--- config.mk ---
export PLATFORM = sky130hd
export DESIGN_NAME = lmdc_type_decoder_flat
export DESIGN_NICKNAME = d
export VERILOG_FILES = /design/src/shared/lmdc_pkg.sv /design/src/shared/lmdc_dec_if.sv /design/src/logic/lmdc_type_decoder.sv /design/src/flat_wrapper.sv
export SDC_FILE = /design/constraint.sdc
export NUM_CORES = 1
export LEC_CHECK = 0
export ABC_AREA = 1
export ABC_CLOCK_PERIOD_IN_PS = 800
export CORE_AREA = 2 2 39 41
export DETAILED_ROUTE_END_ITERATION = 16
export DIE_AREA = 0 0 41 43
export DONT_BUFFER_PORTS = 1
export GPL_TIMING_DRIVEN = 0
export PLACE_DENSITY = 0.3
export SYNTH_ARGS = -nofsm -noshare
export SYNTH_HDL_FRONTEND = slang
export SYNTH_SLANG_ARGS = --single-unit
--- constraint.sdc ---
create_clock -name vclk -period 0.8
set_input_delay 0.04 -clock vclk [all_inputs]
set_output_delay 0.04 -clock vclk [all_outputs]
set_load 0.02 [all_outputs]
--- src/shared/lmdc_pkg.sv ---
/*
  Constants and types of the long-mode descriptor checker: register map,
  field positions, type codes, descriptor classes and fault causes.
  Assumes a 32-bit APB register bus with byte addresses.
*/
`default_nettype none
package lmdc_pkg;
  // ==========================================================
  // Register map (byte addresses)
  localparam int unsigned ADDR_W   = 8;
  localparam logic [7:0] OFF_CTRL  = 8'h00;
  localparam logic [7:0] OFF_DW0   = 8'h04;
  localparam logic [7:0] OFF_DW1   = 8'h08;
  localparam logic [7:0] OFF_DW2   = 8'h0C;
  localparam logic [7:0] OFF_DW3   = 8'h10;
  localparam logic [7:0] OFF_SEL   = 8'h14;
  localparam logic [7:0] OFF_VEC   = 8'h18;
  localparam logic [7:0] OFF_TCS   = 8'h1C;
  localparam logic [7:0] OFF_PROBE = 8'h20;
  localparam logic [7:0] OFF_STAT  = 8'h24;
  localparam logic [7:0] OFF_OFFLO = 8'h28;
  localparam logic [7:0] OFF_OFFHI = 8'h2C;
  localparam logic [7:0] OFF_BASLO = 8'h30;
  localparam logic [7:0] OFF_BASHI = 8'h34;
  localparam logic [7:0] OFF_LIMIT = 8'h38;
  localparam logic [7:0] OFF_INFO  = 8'h3C;
  localparam logic [31:0] RST_WORD = 32'h0000_0000;

  // ==========================================================
  // Register fields
  localparam int unsigned CTRL_START_BIT  = 0;
  localparam int unsigned CTRL_SUB64_BIT  = 1;
  localparam int unsigned CTRL_OP_LSB     = 2;
  localparam int unsigned TCS_LONG_BIT    = 0;
  localparam int unsigned TCS_DSIZE_BIT   = 1;
  localparam int unsigned ST_BUSY_BIT     = 0;
  localparam int unsigned ST_DONE_BIT     = 1;
  localparam int unsigned ST_FAULT_BIT    = 2;
  localparam int unsigned ST_CLASS_LSB    = 4;
  localparam int unsigned ST_CAUSE_LSB    = 8;
  localparam int unsigned ST_ERR_LSB      = 16;
  localparam int unsigned INFO_IDX_LSB    = 0;
  localparam int unsigned INFO_IDXSTK_BIT = 3;
  localparam int unsigned INFO_EXP_BIT    = 4;
  localparam int unsigned INFO_LT_BIT     = 5;
  localparam int unsigned INFO_TASK_BIT   = 6;
  localparam int unsigned INFO_SEL_LSB    = 16;

  // ==========================================================
  // Descriptor fields
  localparam int unsigned DESC_SYS_BIT  = 12;
  localparam int unsigned DESC_TYPE_LSB = 8;
  localparam int unsigned DESC_GRAN_BIT = 23;
  localparam int unsigned VA_BITS       = 48;
  localparam logic [11:0] GRAN_FILL     = 12'hFFF;
  localparam logic [3:0] TYPE_LT         = 4'h2;
  localparam logic [3:0] TYPE_TASK_AVAIL = 4'h9;
  localparam logic [3:0] TYPE_TASK_BUSY  = 4'hB;
  localparam logic [3:0] TYPE_CALL       = 4'hC;
  localparam logic [3:0] TYPE_INTR       = 4'hE;
  localparam logic [3:0] TYPE_TRAP       = 4'hF;

  // ==========================================================
  // Types
  typedef enum logic [1:0] {
    OP_LOAD_LT   = 2'h0,
    OP_LOAD_TASK = 2'h1,
    OP_CALL      = 2'h2,
    OP_INTR      = 2'h3
  } lmdc_op_e;

  typedef enum logic [3:0] {
    CLS_ILLEGAL    = 4'h0,
    CLS_LT64       = 4'h1,
    CLS_LT32       = 4'h2,
    CLS_TASK_AVAIL = 4'h3,
    CLS_TASK_BUSY  = 4'h4,
    CLS_CALL       = 4'h5,
    CLS_INTR       = 4'h6,
    CLS_TRAP       = 4'h7
  } lmdc_class_e;

  typedef enum logic [3:0] {
    FLT_NONE   = 4'h0,
    FLT_TYPE   = 4'h1,
    FLT_KIND   = 4'h2,
    FLT_UPPER  = 4'h3,
    FLT_BASE   = 4'h4,
    FLT_LIMIT  = 4'h5,
    FLT_TARGET = 4'h6,
    FLT_OFFSET = 4'h7
  } lmdc_cause_e;
endpackage
`default_nettype wire

--- src/shared/lmdc_dec_if.sv ---
/*
  Carrier between the checker and its type decoder.
  Assumes both ends sit in the same clock domain; content is combinational.
*/
`timescale 1ns/1ps
`default_nettype none
interface lmdc_dec_if
  import lmdc_pkg::*;
();
  logic [3:0]  type_code;
  logic        sys_bit;
  logic        sub64;
  lmdc_class_e cls;
  logic        illegal;

  modport decoder (input type_code, input sys_bit, input sub64, output cls, output illegal);
  modport user    (output type_code, output sys_bit, output sub64, input cls, input illegal);
endinterface
`default_nettype wire

--- src/logic/lmdc_type_decoder.sv ---
/*
  Long-mode type decoder: classifies the 4-bit type of a system or gate
  descriptor. Assumes type and S bit come from the descriptor's second dword.
*/
`timescale 1ns/1ps
`default_nettype none
module lmdc_type_decoder
  import lmdc_pkg::*;
(
  lmdc_dec_if.decoder dec
);
  // ==========================================================
  // Classification
  always_comb begin
    unique case (dec.type_code)
      TYPE_LT:         dec.cls = dec.sub64 ? CLS_LT64 : CLS_LT32;
      TYPE_TASK_AVAIL: dec.cls = CLS_TASK_AVAIL;
      TYPE_TASK_BUSY:  dec.cls = CLS_TASK_BUSY;
      TYPE_CALL:       dec.cls = CLS_CALL;
      TYPE_INTR:       dec.cls = CLS_INTR;
      TYPE_TRAP:       dec.cls = CLS_TRAP;
      // 0, 1, 3-8, A, D: includes the 16-bit gates and the task gate
      default:         dec.cls = CLS_ILLEGAL;
    endcase
  end

  // Code and data segments (S set) are never valid here
  assign dec.illegal = (dec.cls == CLS_ILLEGAL) | dec.sys_bit;
endmodule
`default_nettype wire

--- src/flat_wrapper.sv ---
// flat-port wrapper written by rule: the top's interface ports become plain ports
module lmdc_type_decoder_flat import lmdc_pkg::*;
  (dec_type_code, dec_sys_bit, dec_sub64, dec_cls, dec_illegal);
  lmdc_dec_if dec_i ();
  input wire logic [$bits(dec_i.type_code)-1:0] dec_type_code;
  input wire logic [$bits(dec_i.sys_bit)-1:0] dec_sys_bit;
  input wire logic [$bits(dec_i.sub64)-1:0] dec_sub64;
  output wire logic [$bits(dec_i.cls)-1:0] dec_cls;
  output wire logic [$bits(dec_i.illegal)-1:0] dec_illegal;
  assign dec_i.type_code = dec_type_code;
  assign dec_i.sys_bit = dec_sys_bit;
  assign dec_i.sub64 = dec_sub64;
  assign dec_cls = dec_i.cls;
  assign dec_illegal = dec_i.illegal;
  lmdc_type_decoder u_core (.dec(dec_i));
endmodule
Word-level counts from Yosys, hierarchy flattened
Cells that the tools add are included.
- bits of input ports: 6
- bits in registers: 0
- output and inout port bits: 5
- reduce and logical (&&, ||, !) cells: 1
- muxes and demuxes: 2
- equal/unequal tests: 6
- bitwise logic cells: 1
- operators with widths (kind ; count):
    one-hot mux 4 bit (6 select lines) ; 1
    equality test 4 bit (second input constant) ; 5
    equality test 4 x 2 -> 1 bit (second input constant) ; 1
    zero test 4 bit ; 1
    2-to-1 mux 2 bit ; 1
    bitwise OR 1 bit ; 1

Depth between registers and ports, before layout
- depth in word-level cells: 4
- depth in mapped cells: 5
- mapped depth without buffers: 5

Worst setup path after synthesis
No wires, ideal clock.
- path type: in2out
- start: input dec_type_code[0]
- end: output dec_cls[0]
- arrival time: 0.451 ns
- cell stages on the path: 3
- slack: 0.309 ns
- required time: 0.760 ns
- cells stage by stage: nor2_1 nand4_1 nand3_1
- cells in the longest elaborated chain, start to end: 2
- elaborated cells between the ends (all ways): 7
- those cells by class: 6 x eq/ne; 1 x mux
- ends and longest elaborated chain (item ; RTL line ; text):
    start, declared ; flat_wrapper.sv:5 ; input wire logic [$bits(dec_i.type_code)-1:0] dec_type_code;
    equality test 4 bit / equality test 4 x 2 -> 1 bit (equally long branches) ; lmdc_type_decoder.sv:15 ; unique case (dec.type_code)
    one-hot mux 4 bit (6 select lines) * ; lmdc_type_decoder.sv:15 ;
    end, declared ; flat_wrapper.sv:8 ; output wire logic [$bits(dec_i.cls)-1:0] dec_cls;
Mark *: on every way between the ends. The rest lies on a longest branch, timed or not.

Final worst setup path
Same ends and word-level chain as after synthesis.

==> key figures <==
Floorplan
  – I/O pin count: 11
  – Site Rows: 14
  – Total die area: 1760 sq um
  – Die width: 41 um
  – Total core area: around 1400 sq um
  – DIE HEIGHT: 43 um
  – Initial core utilization: roughly a tenth

Route
  – Via count: around 150
  – DR vias/cell: 3.45
  – Avg WL per Cell: 7.86 um
  – Antenna-violating nets left: 0
  – Total iterations of the first detailed-routing run: 1
  – DRC Markers: 0
  – Detailed router's first-iteration violation count: 0
  – Routed wire length: 346 um

Synthesis
  – Post-synth top area cell: inv_1
  – Syn_area_per_cell: just over 5 sq um
  – Synth cell types: 11
  – Sequential cell area fraction in the yosys report: 0%
  – YS warnings: 0
  – Leading post-synthesis cells by cell area: inv_1 19%, nand3_1 14%, nand3_2 14%
  – Synth Instances: 28
  – Mapped Area: 141 sq um
  – Top cell type's share of synthesized area: approximately 19%
  – Syn nets: 34

Placement
  – Dpl cell area: ~160 sq um
  – Routability cong.: between 0.7 and 0.8
  – Dpl cells: 44
  – Port buffer count: 0
  – Worst slack, placed: ~0.24 ns
  – Post-DP HPWL: between 300 and 400 um

Final layout
  – Final Instance Area: ~160 sq um
  – Most frequent cells in the layout: 7 x inv_1, 4 x nand2_1, 4 x nand3_1
  – Diodes inserted: 0
  – Synth-to-layout area growth: 14.2%
  – Fill count: ~160
  – Post-Layout Cell Count: 44
  – Most common cell after layout, fill and taps aside: inv_1
  – Share of cells above drive strength 1: between 20% and 30%
  – Fin util: around an eighth
  – Final nets: 36
  – Clock buffers: 0
  – Reg area: 0 sq um
  – Sequential cell count: 0

Worst setup path
  – CP arrival: roughly 0.52 ns
  – Setup crit end kind: primary output
  – CP required: 0.76 ns
  – Crit Path Max Fanout: 3
  – Critical Path Start Type: input port
  – WS Path Type: in -> out

Power and ir drop
  – IR drop worst, VDD: between 0.09 and 0.1 mV
  – Leak: 0.102 nW
  – Total power per unit cell area: around 470 nW/um^2

CTS
  – Hold_buf cts: 0
  – Post-CTS sizing: 0
  – Postcts setup bufs: 0

Global routing
  – Initial antenna violation count: 0
  – GRT Util Overall: 4.40%
  – First-pass GRT wire length: between 500 and 600 um
  – GRT overflow: 0
  – Pin count of the biggest net entering global routing: 8
  – Vias in the first global route: around 130

Job
  – Max-Cap Viols: 0

STA
  – Final min period: 0.557 ns
  – Final hold violation count: 0
  – Final worst-path setup slack: ~0.24 ns
  – Max Fclk: 1790 MHz
  – Unrepaired setup endpoints after global routing: false
  – Crit share post-route: a little over two thirds
  – Max Slew Vio Count: 0
  – Setup TNS: 0 ns
  – Setup violators final: 0

Hold path
  – Hold crit path type: in -> out

Run status
  – Status: completed
[cells in the mapped netlist, drive strengths merged]
master,number
buf,1
conb,1
nand4,2
inv,8
nand2,7
nand3,6
nor2,3
[final timing paths]
kind / to / cells past startpoint / slack [ns] / from
max: dec_cls[0] / 3 / 0.24 / dec_type_code[0]
min: dec_illegal / 2 / 0.22 / dec_sys_bit
[critical path, cell delays in order]
cell and delay [ns]:
nor2_1 0.16, nand4_1 0.10, nand3_1 0.21
[routing by layer]
metal  vias to the layer above  GRT usage (%)  part of all wire, %
met5                         -              0                    0
met4                         0              0                    0
met3                         0           1.57                   12
met2                         7           5.94                   43
met1                        60           6.96                   45
li1                         85              -                    -
[area by class of cell]
type / count / area [sq um] / share of cell area, %
multi-input combinational: 19 / 104 / 64.3
inverter: 8 / 30.0 / 18.6
tap: 16 / 20.0 / 12.4
buffer: 1 / 7.51 / 4.65
[metrics by stage]
step | hold WS [ns] | total power (W)
floorplan | 0.212 | 0.0000697
global placement | 0.215 | 0.0000775
detailed placement | 0.218 | 0.0000771
CTS | 0.218 | 0.0000772
global route | 0.234 | 0.0000866
finish | 0.216 | 0.0000760
[cell families (layout without fill, tap and decap cells)]
kind of cell	Yosys count	in the layout	share of synthesized area, %
buffers and inverters	9	9	26.6
other	1	1	2.65
AND/OR/NAND/NOR	18	18	70.8
[where the power goes]
| part | switching (W) | internal (W) |
|---|---|---|
| Sequential | 0 | 0 |
| Combinational | 0.0000534 | 0.0000226 |
| Clock | 0 | 0 |
| Total | 0.0000534 | 0.0000226 |
Note: power is estimated with default switching activity, not from simulation.
